**src/common/ci_ctrl_pkg.sv**
```systemverilog
// Constants and types shared by the framer control register group
package ci_ctrl_pkg;

    // ****************************************************************
    // Register map (byte addresses)
    // ****************************************************************
    localparam int          ADDR_W                = 12;
    localparam logic [11:0] OFS_INTERRUPT_CONTROL = 12'h110;
    localparam logic [11:0] OFS_HDLC_SELECT       = 12'h114;
    localparam logic [11:0] OFS_FRAMING           = 12'h118;
    localparam logic [11:0] OFS_CI_ALARM          = 12'h11c;
    localparam logic [11:0] OFS_IRQ_STATUS        = 12'h120;
    localparam logic [11:0] OFS_IRQ_ENABLE        = 12'h124;

    // ****************************************************************
    // Field positions and reset values
    // ****************************************************************
    localparam int         BIT_BLOCK_GATE   = 0;
    localparam int         BIT_AUTOCLEAR    = 1;
    localparam int         BIT_CLEAR_POLICY = 2;
    localparam int         BIT_ESF          = 0;
    localparam int         ST_AIS_CI        = 0;
    localparam int         ST_RAI_CI        = 1;
    localparam int         NUM_EVENTS       = 2;
    localparam logic [7:0] RST_REG          = 8'h00;

    // ****************************************************************
    // Codes
    // ****************************************************************
    localparam logic [1:0] CI_OFF  = 2'h0;
    localparam logic [1:0] CI_AIS  = 2'h1;
    localparam logic [1:0] CI_RAI  = 2'h2;
    localparam logic [1:0] HDLC_2  = 2'h1;
    localparam logic [1:0] HDLC_3  = 2'h2;
    localparam logic [2:0] HSEL_1  = 3'h1;
    localparam logic [2:0] HSEL_2  = 3'h2;
    localparam logic [2:0] HSEL_3  = 3'h4;

    // ****************************************************************
    // Alarm patterns and timing
    // ****************************************************************
    localparam logic [15:0] AIS_CI_SIGNATURE   = 16'h7cff;
    localparam logic [15:0] RAI_MESSAGE        = 16'h00ff;
    localparam logic [15:0] RAI_CI_SIGNATURE   = 16'h3eff;
    localparam int          SIG_BITS           = 16;
    localparam int          AIS_CI_PERIOD_BITS = 386;
    localparam int          CLK_KHZ            = 200000;
    localparam int          RAI_MSG_MS         = 990;
    localparam int          RAI_SIG_MS         = 90;
    localparam int          RAI_MSG_CYCLES     = RAI_MSG_MS * CLK_KHZ;
    localparam int          RAI_SIG_CYCLES     = RAI_SIG_MS * CLK_KHZ;

    // ****************************************************************
    // Types
    // ****************************************************************
    typedef enum logic [3:0] {
        GEN_IDLE    = 4'h1,
        GEN_AIS     = 4'h2,
        GEN_RAI_MSG = 4'h4,
        GEN_RAI_SIG = 4'h8
    } gen_state_t;

    typedef struct packed {
        logic        cyc;
        logic        stb;
        logic        we;
        logic [3:0]  sel;
        logic [11:0] adr;
        logic [31:0] dat;
    } wb_req_t;

    typedef struct packed {
        logic        ack;
        logic [31:0] dat;
    } wb_rsp_t;

    typedef struct packed {
        logic                  ack;
        logic [7:0]            rdat;
        logic                  irq;
        logic [NUM_EVENTS-1:0] status;
        logic [NUM_EVENTS-1:0] enable;
        logic [2:0]            interrupt_control;
        logic [1:0]            hdlc;
        logic                  esf;
        logic [3:0]            ci;
        logic [2:0]            hsel;
        logic                  ais_det;
        logic                  rai_det;
    } ctl_state_t;

endpackage

```
**src/ci_alarm_gen.sv**
```systemverilog
// Customer-installation alarm pattern generator
`timescale 1ns/1ps
module ci_alarm_gen #(
    parameter int MSG_CYCLES = ci_ctrl_pkg::RAI_MSG_CYCLES,
    parameter int SIG_CYCLES = ci_ctrl_pkg::RAI_SIG_CYCLES
) (
    input  wire logic       clk_i,
    input  wire logic       rst_i,
    input  wire logic [1:0] mode_i,
    input  wire logic       bit_tick_i,
    output logic            tx_active_o,
    output logic            tx_data_o
);

    localparam int TW = $clog2(MSG_CYCLES > SIG_CYCLES ? MSG_CYCLES : SIG_CYCLES) + 1;

    typedef struct packed {
        ci_ctrl_pkg::gen_state_t state;
        logic [8:0]              bitcnt;
        logic [TW-1:0]           timer;
        logic                    active;
        logic                    data;
    } gen_t;

    gen_t st_reg;
    gen_t st_next;

    generate
        if (MSG_CYCLES < 2 || SIG_CYCLES < 2) begin : g_bad
            $error("RAI-CI phase lengths must be at least two cycles");
        end
    endgenerate

    // ****************************************************************
    // Pattern sequencing
    // ****************************************************************
    always_comb begin
        st_next = st_reg;
        case (st_reg.state)
            ci_ctrl_pkg::GEN_IDLE: begin
                st_next.bitcnt = 9'h000;
                st_next.timer  = '0;
                st_next.data   = 1'b0;
                if (mode_i == ci_ctrl_pkg::CI_AIS) begin
                    st_next.state = ci_ctrl_pkg::GEN_AIS;
                end else if (mode_i == ci_ctrl_pkg::CI_RAI) begin
                    st_next.state = ci_ctrl_pkg::GEN_RAI_MSG;
                end
            end
            ci_ctrl_pkg::GEN_AIS: begin
                if (mode_i != ci_ctrl_pkg::CI_AIS) begin
                    st_next.state = ci_ctrl_pkg::GEN_IDLE;
                end else if (bit_tick_i) begin
                    // All ones with the signature, low bit first
                    st_next.data = (st_reg.bitcnt < 9'(ci_ctrl_pkg::SIG_BITS)) ?
                        ci_ctrl_pkg::AIS_CI_SIGNATURE[st_reg.bitcnt[3:0]] : 1'b1;
                    st_next.bitcnt = (st_reg.bitcnt == 9'(ci_ctrl_pkg::AIS_CI_PERIOD_BITS - 1)) ?
                        9'h000 : st_reg.bitcnt + 9'h001;
                end
            end
            ci_ctrl_pkg::GEN_RAI_MSG, ci_ctrl_pkg::GEN_RAI_SIG: begin
                if (mode_i != ci_ctrl_pkg::CI_RAI) begin
                    st_next.state = ci_ctrl_pkg::GEN_IDLE;
                end else begin
                    st_next.timer = st_reg.timer + TW'(1);
                    // Message then signature phase, repeating
                    if (st_reg.state == ci_ctrl_pkg::GEN_RAI_MSG && st_reg.timer == TW'(MSG_CYCLES - 1)) begin
                        st_next.state = ci_ctrl_pkg::GEN_RAI_SIG;
                        st_next.timer = '0;
                    end
                    if (st_reg.state == ci_ctrl_pkg::GEN_RAI_SIG && st_reg.timer == TW'(SIG_CYCLES - 1)) begin
                        st_next.state = ci_ctrl_pkg::GEN_RAI_MSG;
                        st_next.timer = '0;
                    end
                    if (bit_tick_i) begin
                        // 16-bit codes repeated, low bit first
                        st_next.data = (st_reg.state == ci_ctrl_pkg::GEN_RAI_MSG) ?
                            ci_ctrl_pkg::RAI_MESSAGE[st_reg.bitcnt[3:0]] :
                            ci_ctrl_pkg::RAI_CI_SIGNATURE[st_reg.bitcnt[3:0]];
                        st_next.bitcnt = {5'h00, st_reg.bitcnt[3:0] + 4'h1};
                    end
                end
            end
            default: begin
                st_next.state = ci_ctrl_pkg::GEN_IDLE;
            end
        endcase
        st_next.active = (st_next.state != ci_ctrl_pkg::GEN_IDLE);
    end

    always_ff @(posedge clk_i) begin
        if (rst_i) begin
            st_reg <= '{state: ci_ctrl_pkg::GEN_IDLE, bitcnt: 9'h000, timer: '0, active: 1'b0, data: 1'b0};
        end else begin
            st_reg <= st_next;
        end
    end

    assign tx_active_o = st_reg.active;
    assign tx_data_o   = st_reg.data;
endmodule

```
**src/framer_irq_hdlc_ci_alarm_ctrl.sv**
```systemverilog
// Framer interrupt, HDLC select and CI alarm control register group
//
// Summary of operation
// Policy bit: status clears on read or write
// Autoclear set: status read clears matching enables
// Autoclear clear: enables kept after status read
// Block gate low suppresses every interrupt
// HDLC select: 00/11 one, 01 two, 10 three
// Alarm transmit only in T1 ESF framing
// Transmit select: 01 AIS-CI, 10 RAI-CI, else off
// AIS-CI: ones, 16-bit signature every 386 bits
// RAI-CI: 0.99 s message, 90 ms signature
// Both RAI codes 16 bits, low bit first
// Alarm detect select applies only in ESF
// Detect select: 01 AIS-CI, 10 RAI-CI, else off
// Interrupt needs gate and enabled set flag
//
// The implementer's own choice: the Wishbone slave port.
`timescale 1ns/1ps
module framer_irq_hdlc_ci_alarm_ctrl #(
    parameter int RAI_MSG_CYCLES = ci_ctrl_pkg::RAI_MSG_CYCLES,
    parameter int RAI_SIG_CYCLES = ci_ctrl_pkg::RAI_SIG_CYCLES
) (
    input  wire logic                 clk_i,
    input  wire logic                 rst_i,
    input  wire ci_ctrl_pkg::wb_req_t wb_req_i,
    output ci_ctrl_pkg::wb_rsp_t      wb_rsp_o,
    input  wire logic                 rx_ais_ci_seen_i,
    input  wire logic                 rx_rai_ci_seen_i,
    input  wire logic                 tx_bit_tick_i,
    output logic                      irq_o,
    output logic [2:0]                hdlc_sel_o,
    output logic                      ais_ci_detect_en_o,
    output logic                      rai_ci_detect_en_o,
    output logic                      tx_ci_active_o,
    output logic                      tx_ci_data_o
);

    ci_ctrl_pkg::ctl_state_t st_reg;
    ci_ctrl_pkg::ctl_state_t st_next;

    logic       req;
    logic       wr;
    logic       rd_status;
    logic [1:0] event_set;
    logic [1:0] status_clr;
    logic [1:0] enable_clr;
    logic [1:0] tx_mode;
    logic       irq_cause;
    logic [7:0] wdat;

    // ****************************************************************
    // Bus decode
    // ****************************************************************
    assign req       = wb_req_i.cyc && wb_req_i.stb && !st_reg.ack;
    assign wr        = req && wb_req_i.we && wb_req_i.sel[0];
    assign wdat      = wb_req_i.dat[7:0];
    assign rd_status = req && !wb_req_i.we && wb_req_i.adr == ci_ctrl_pkg::OFS_IRQ_STATUS;

    // Detected alarms raise flags only while detection is enabled
    assign event_set[ci_ctrl_pkg::ST_AIS_CI] = rx_ais_ci_seen_i && st_reg.ais_det;
    assign event_set[ci_ctrl_pkg::ST_RAI_CI] = rx_rai_ci_seen_i && st_reg.rai_det;

    // Transmit select forced off outside ESF
    assign tx_mode   = st_reg.esf ? st_reg.ci[3:2] : ci_ctrl_pkg::CI_OFF;
    assign irq_cause = st_reg.interrupt_control[ci_ctrl_pkg::BIT_BLOCK_GATE] && |(st_reg.status & st_reg.enable);

    // ****************************************************************
    // Register file
    // ****************************************************************
    always_comb begin
        st_next    = st_reg;
        status_clr = 2'h0;
        enable_clr = 2'h0;
        st_next.ack  = req;
        st_next.rdat = 8'h00;
        if (req && !wb_req_i.we) begin
            case (wb_req_i.adr)
                ci_ctrl_pkg::OFS_INTERRUPT_CONTROL: begin
                    st_next.rdat = {5'h00, st_reg.interrupt_control};
                end
                ci_ctrl_pkg::OFS_HDLC_SELECT: begin
                    st_next.rdat = {6'h00, st_reg.hdlc};
                end
                ci_ctrl_pkg::OFS_FRAMING: begin
                    st_next.rdat = {7'h00, st_reg.esf};
                end
                ci_ctrl_pkg::OFS_CI_ALARM: begin
                    st_next.rdat = {4'h0, st_reg.ci};
                end
                ci_ctrl_pkg::OFS_IRQ_STATUS: begin
                    st_next.rdat = {6'h00, st_reg.status};
                    if (!st_reg.interrupt_control[ci_ctrl_pkg::BIT_CLEAR_POLICY]) begin
                        status_clr = st_reg.status;
                    end
                    if (st_reg.interrupt_control[ci_ctrl_pkg::BIT_AUTOCLEAR]) begin
                        enable_clr = st_reg.status;
                    end
                end
                ci_ctrl_pkg::OFS_IRQ_ENABLE: begin
                    st_next.rdat = {6'h00, st_reg.enable};
                end
                default: begin
                    st_next.rdat = 8'h00;
                end
            endcase
        end
        if (wr) begin
            case (wb_req_i.adr)
                ci_ctrl_pkg::OFS_INTERRUPT_CONTROL: begin
                    st_next.interrupt_control = wdat[2:0];
                end
                ci_ctrl_pkg::OFS_HDLC_SELECT: begin
                    st_next.hdlc = wdat[1:0];
                end
                ci_ctrl_pkg::OFS_FRAMING: begin
                    st_next.esf = wdat[ci_ctrl_pkg::BIT_ESF];
                end
                ci_ctrl_pkg::OFS_CI_ALARM: begin
                    st_next.ci = wdat[3:0];
                end
                ci_ctrl_pkg::OFS_IRQ_STATUS: begin
                    if (st_reg.interrupt_control[ci_ctrl_pkg::BIT_CLEAR_POLICY]) begin
                        status_clr = wdat[1:0];
                    end
                end
                ci_ctrl_pkg::OFS_IRQ_ENABLE: begin
                    st_next.enable = wdat[1:0];
                end
                default: begin
                    st_next.ci = st_reg.ci;
                end
            endcase
        end
        // New events win over a clear in the same cycle
        st_next.status = (st_reg.status & ~status_clr) | event_set;
        st_next.enable = st_next.enable & ~enable_clr;
        st_next.irq    = irq_cause;
        case (st_reg.hdlc)
            ci_ctrl_pkg::HDLC_2: st_next.hsel = ci_ctrl_pkg::HSEL_2;
            ci_ctrl_pkg::HDLC_3: st_next.hsel = ci_ctrl_pkg::HSEL_3;
            default:             st_next.hsel = ci_ctrl_pkg::HSEL_1;
        endcase
        st_next.ais_det = st_reg.esf && st_reg.ci[1:0] == ci_ctrl_pkg::CI_AIS;
        st_next.rai_det = st_reg.esf && st_reg.ci[1:0] == ci_ctrl_pkg::CI_RAI;
    end

    always_ff @(posedge clk_i) begin
        if (rst_i) begin
            st_reg <= '{ack: 1'b0, rdat: ci_ctrl_pkg::RST_REG, irq: 1'b0, status: 2'h0, enable: 2'h0,
                        interrupt_control: 3'h0, hdlc: 2'h0, esf: 1'b0, ci: 4'h0, hsel: ci_ctrl_pkg::HSEL_1,
                        ais_det: 1'b0, rai_det: 1'b0};
        end else begin
            st_reg <= st_next;
        end
    end

    assign wb_rsp_o.ack       = st_reg.ack;
    assign wb_rsp_o.dat       = {24'h000000, st_reg.rdat};
    assign irq_o              = st_reg.irq;
    assign hdlc_sel_o         = st_reg.hsel;
    assign ais_ci_detect_en_o = st_reg.ais_det;
    assign rai_ci_detect_en_o = st_reg.rai_det;

    // ****************************************************************
    // Alarm generator
    // ****************************************************************
    ci_alarm_gen #(
        .MSG_CYCLES (RAI_MSG_CYCLES),
        .SIG_CYCLES (RAI_SIG_CYCLES)
    ) u_gen (
        .clk_i       (clk_i),
        .rst_i       (rst_i),
        .mode_i      (tx_mode),
        .bit_tick_i  (tx_bit_tick_i),
        .tx_active_o (tx_ci_active_o),
        .tx_data_o   (tx_ci_data_o)
    );
endmodule

```
**config.mk**
```make
export PLATFORM = sky130hd
export DESIGN_NAME = framer_irq_hdlc_ci_alarm_ctrl
export DESIGN_NICKNAME = d
export VERILOG_FILES = /design/src/common/ci_ctrl_pkg.sv /design/src/ci_alarm_gen.sv /design/src/framer_irq_hdlc_ci_alarm_ctrl.sv
export SDC_FILE = /design/constraint.sdc
export NUM_CORES = 1
export LEC_CHECK = 0
export ABC_AREA = 1
export BUFFER_PORTS_ARGS = -buffer_cell sky130_fd_sc_hd__buf_2
export CORE_MARGIN = 2
export CORE_UTILIZATION = 55
export DETAILED_ROUTE_END_ITERATION = 12
export GPL_TIMING_DRIVEN = 0
export PLACE_DENSITY = 0.81
export SYNTH_ARGS = -nofsm -noshare
export SYNTH_HDL_FRONTEND = slang
export SYNTH_SLANG_ARGS = --single-unit
export TNS_END_PERCENT = 50
```
**constraint.sdc**
```tcl
create_clock -name clk_i -period 1.9 [get_ports clk_i]
set_clock_uncertainty 0.05 [all_clocks]
set_input_delay 0.285 -clock clk_i [delete_from_list [all_inputs] [get_ports clk_i]]
set_output_delay 0.285 -clock clk_i [all_outputs]
set_load 0.01 [all_outputs]
```
==> results by group <==
Timing
  – Final setup viols: 0
  – Slew headroom: 61.30%
  – Final Max Tran Viols: 0
  – Tcrit/Tclk final: 95.31%
  – Worst-Margin Slew: 0.5805 ns
  – Fin crit period: 1.811 ns
  – Final hold vios: 0
  – Fmax: 552.2 MHz

Setup path
  – Worst setup EP type: flop
  – CP Data Arrival Time: 2.01 ns
  – CP required: 2.10 ns
  – Reg2reg path depth: 10
  – Reg-to-reg startpoint: u_gen.st_reg[2]$_SDFFE_PP0P_
  – Crit Path Max Fanout: 10
  – RR Endpoint: u_gen.st_reg[10]$_SDFFE_PP0P_
  – Reg2Reg Setup Slack: 0.09 ns
  – Crit Path Class: reg2reg
  – Setup crit start kind: flop

Clock network
  – Hold-fix buffer count after cts: 0
  – CTS Buffer Depth: 2
  – CTS tree: yes
  – Clk slew on worst S/H paths: 0.08 ns
  – Sink Count: 72
  – Clk root buf: clkbuf_8
  – Clk_lat worst skew: 0.36 ns
  – H-tree depth: 3
  – Inserted Clock Buffers: 9

Place
  – PortBufs: 37
  – Detailed placement HPWL: 8705 microns
  – Instance area at placement: 4807 sq um
  – GP Congestion: 0.9881

Min path
  – Hold EP: u_gen.st_reg[34]$_SDFFE_PP0N_
  – Worst hold path class: in2reg
  – Hold Crit Depth: 2
  – Hold Path Origin: rst_i

Synth
  – Post-synth top area share: 32.81%
  – Post-Syn Instances: 663
  – Mapped Area: 4393 sq um
  – Sequential fraction of the synthesis area: 32.81%
  – Mean post-synth cell area: 6.626 sq um
  – Post-synthesis register bit count: 72
  – Netlist cell types: 37
  – Biggest area consumer among synthesized cells: dfxtp_1
  – Dominant cells by area after synthesis: dfxtp_1 (33%), nand2_1 (9.9%), nor2_1 (8.2%)
  – Synth Warn #: 0

Status
  – Status: complete, no violations

Routing
  – First-pass detailed-route iteration total: 5
  – Via count: 4527
  – Routed Antenna Nets: 0
  – Wire per inst: 13.82 microns
  – Drt via density: 5.307
  – DR iter-0 viols: 291
  – Post-route DRC: 0
  – Final WL: 11790 microns

Run
  – Max-cap violations: 0

Die
  – Starting Density: 56.85%
  – Num rows: 32
  – Core area: 7727 sq um
  – Die area: 8718 sq um
  – Die Y-Extent: 93.37 microns
  – IO Pins: 97
  – Die width: 93.37 microns

Pwr
  – PD cells: 556.4 nW/um^2
  – Gate power share: 5.2%
  – Power Internal: 2.203 mW
  – Total power: 2.916 mW
  – Reported leakage power: 2.178 nW
  – Peak VDD IR: 0.4349 mV
  – Sequential power share: 51.6%
  – Switching part of the total: 24.46%
  – Psw: 713.1 uW
  – Clock Power Share: 43.2%

Cells and area
  – Footprint of the multi-input gates: 2450 sq um
  – Layout area overhead: 19.31%
  – Layout filler cell count: 695
  – Reg area: 1460 sq um
  – Flip-flop count of the largest register after layout: 42
  – Share of cells above drive strength 1: 22.10%
  – Finished Cell Area: 5241 sq um
  – Layout net count: 808
  – Ant diodes: 0

Global route
  – Global-route wire length before repair: 19220 microns
  – Initial antenna violation count: 0
  – Total grt overflow: 0
  – Largest net degree at the start of global routing: 13
  – Vias in the first global route: 4185
  – Total GRT Usage: 27.84%
critical path, stage by stage (launching register included):
cell and delay [ns]:
dfxtp_4 0.38, ha_4 0.15, nand3_4 0.10, nor2_4 0.16, nand3_4 0.10, nand3b_1 0.22, nand3_2 0.12, nand2_4 0.11
nand2_8 0.12, buf_8 0.14, nor2_1 0.05
kinds of logic after synthesis:
group | Yosys count | synth area share [%]
compound gates | 71 | 8.972
fa+ha+maj | 5 | 1.424
buf+inv | 145 | 16.41
flops | 72 | 32.81
other cells | 1 | 0.08536
mux | 1 | 0.2279
simple gates | 360 | 38.48
xor+xnor | 8 | 1.595
what timing repair did:
item | in CTS | in global routing
pin swaps | 1 | 7
buffers inserted | 2 | 7
gates resized for setup | 10 | 38
endpoints found under the setup margin | 24 | 38
cloned | 0 | 0
power by group through the flow:
stage,sequential [mW],combinational [mW],clock [mW]
detailed placement,1.54,0.147,0
CTS,1.51,0.148,1.26
floorplan,1.54,0.102,0
global placement,1.54,0.146,0
global route,1.50,0.167,1.34
finish,1.50,0.151,1.26
worst max-delay path by stage:
stage / from / endpoint / slack [ns] / depth (start not counted)
after floorplan: u_gen.st_reg[2]$_SDFFE_PP0P_ / u_gen.st_reg[6]$_SDFFE_PP0P_ / 0.18 / 10
after global placement: u_gen.st_reg[2]$_SDFFE_PP0P_ / u_gen.st_reg[10]$_SDFFE_PP0P_ / -0.19 / 10
after detailed placement: u_gen.st_reg[3]$_SDFFE_PP0P_ / u_gen.st_reg[10]$_SDFFE_PP0P_ / -0.23 / 10
after CTS: u_gen.st_reg[3]$_SDFFE_PP0P_ / u_gen.st_reg[10]$_SDFFE_PP0P_ / 0.007 / 10
after global routing: u_gen.st_reg[41]$_SDFF_PP0_ / flop / -0.02 / 12
final: u_gen.st_reg[2]$_SDFFE_PP0P_ / u_gen.st_reg[10]$_SDFFE_PP0P_ / 0.09 / 10
layout make-up:
class / instances / share of cell area [%]
clock inverters: 5 / 1.098
well taps: 102 / 2.435
plain buffers: 49 / 7.305
clock buffers: 10 / 2.626
repair buffers: 46 / 5.061
flip-flops and latches: 72 / 27.86
multi-input cells: 473 / 46.74
inverters: 96 / 6.875
synthesized netlist by cell type:
master / count
or2_2: 4
and3_1: 2
clkbuf_1: 5
inv_2: 3
o21ai_0: 27
a211oi_1: 6
buf_4: 36
o211ai_1: 3
nor3_2: 4
a21oi_2: 1
nand3_1: 49
mux2i_1: 1
o22ai_1: 6
nand3_2: 3
nor3b_1: 1
nand2_1: 116
nand2_4: 4
nor2_1: 96
nand4_1: 28
dfxtp_1: 72
nor4_1: 10
buf_6: 5
o21ai_1: 3
conb_1: 1
a31oi_1: 1
ha_1: 5
nor2_4: 2
buf_2: 3
a41oi_1: 1
nor2_2: 5
a21oi_1: 23
nand3b_1: 2
xor2_1: 8
nand2_2: 4
nor3b_2: 1
inv_1: 93
nor3_1: 29
metal layers:
| layer | share of wire [%] | global-route usage, % |
|---|---|---|
| met5 | 0 | 0 |
| met4 | 3.6 | 14.22 |
| met3 | 5.7 | 4.593 |
| met2 | 48 | 45.74 |
| met1 | 43 | 35.14 |
cell usage in the layout (no fill, tap or decap), types with 6 or more instances in the layout:
cell / instances
clkbuf_8: 10
o21ai_0: 26
nand3_1: 45
dfxtp_2: 6
nor2_2: 11
nand4_1: 28
nor3_1: 26
a211oi_1: 6
nor2_1: 89
nand2_1: 111
nor3_2: 6
o22ai_1: 6
nand2_2: 8
xor2_1: 8
a21oi_1: 23
conb_1: 28
dfxtp_1: 63
nor4_1: 10
buf_4: 44
inv_1: 93
buf_2: 38
stage by stage:
step	worst slack, ns	hold slack (ns)	utilization (%)	setup TNS (ns)	instances
2_1_floorplan	0.1752	0.3301	-	0	690
3_3_place_gp	-0.1935	0.3720	62.21	-2.687	829
3_5_place_dp	-0.2333	0.3801	62.21	-3.744	829
4_1_cts	0.007420	0.1064	65.46	0	846
5_1_grt	-0.02059	0.1107	67.83	-0.09747	853
6_report	0.08919	0.1079	67.83	0	853
Power figures use the tool's default switching activity.
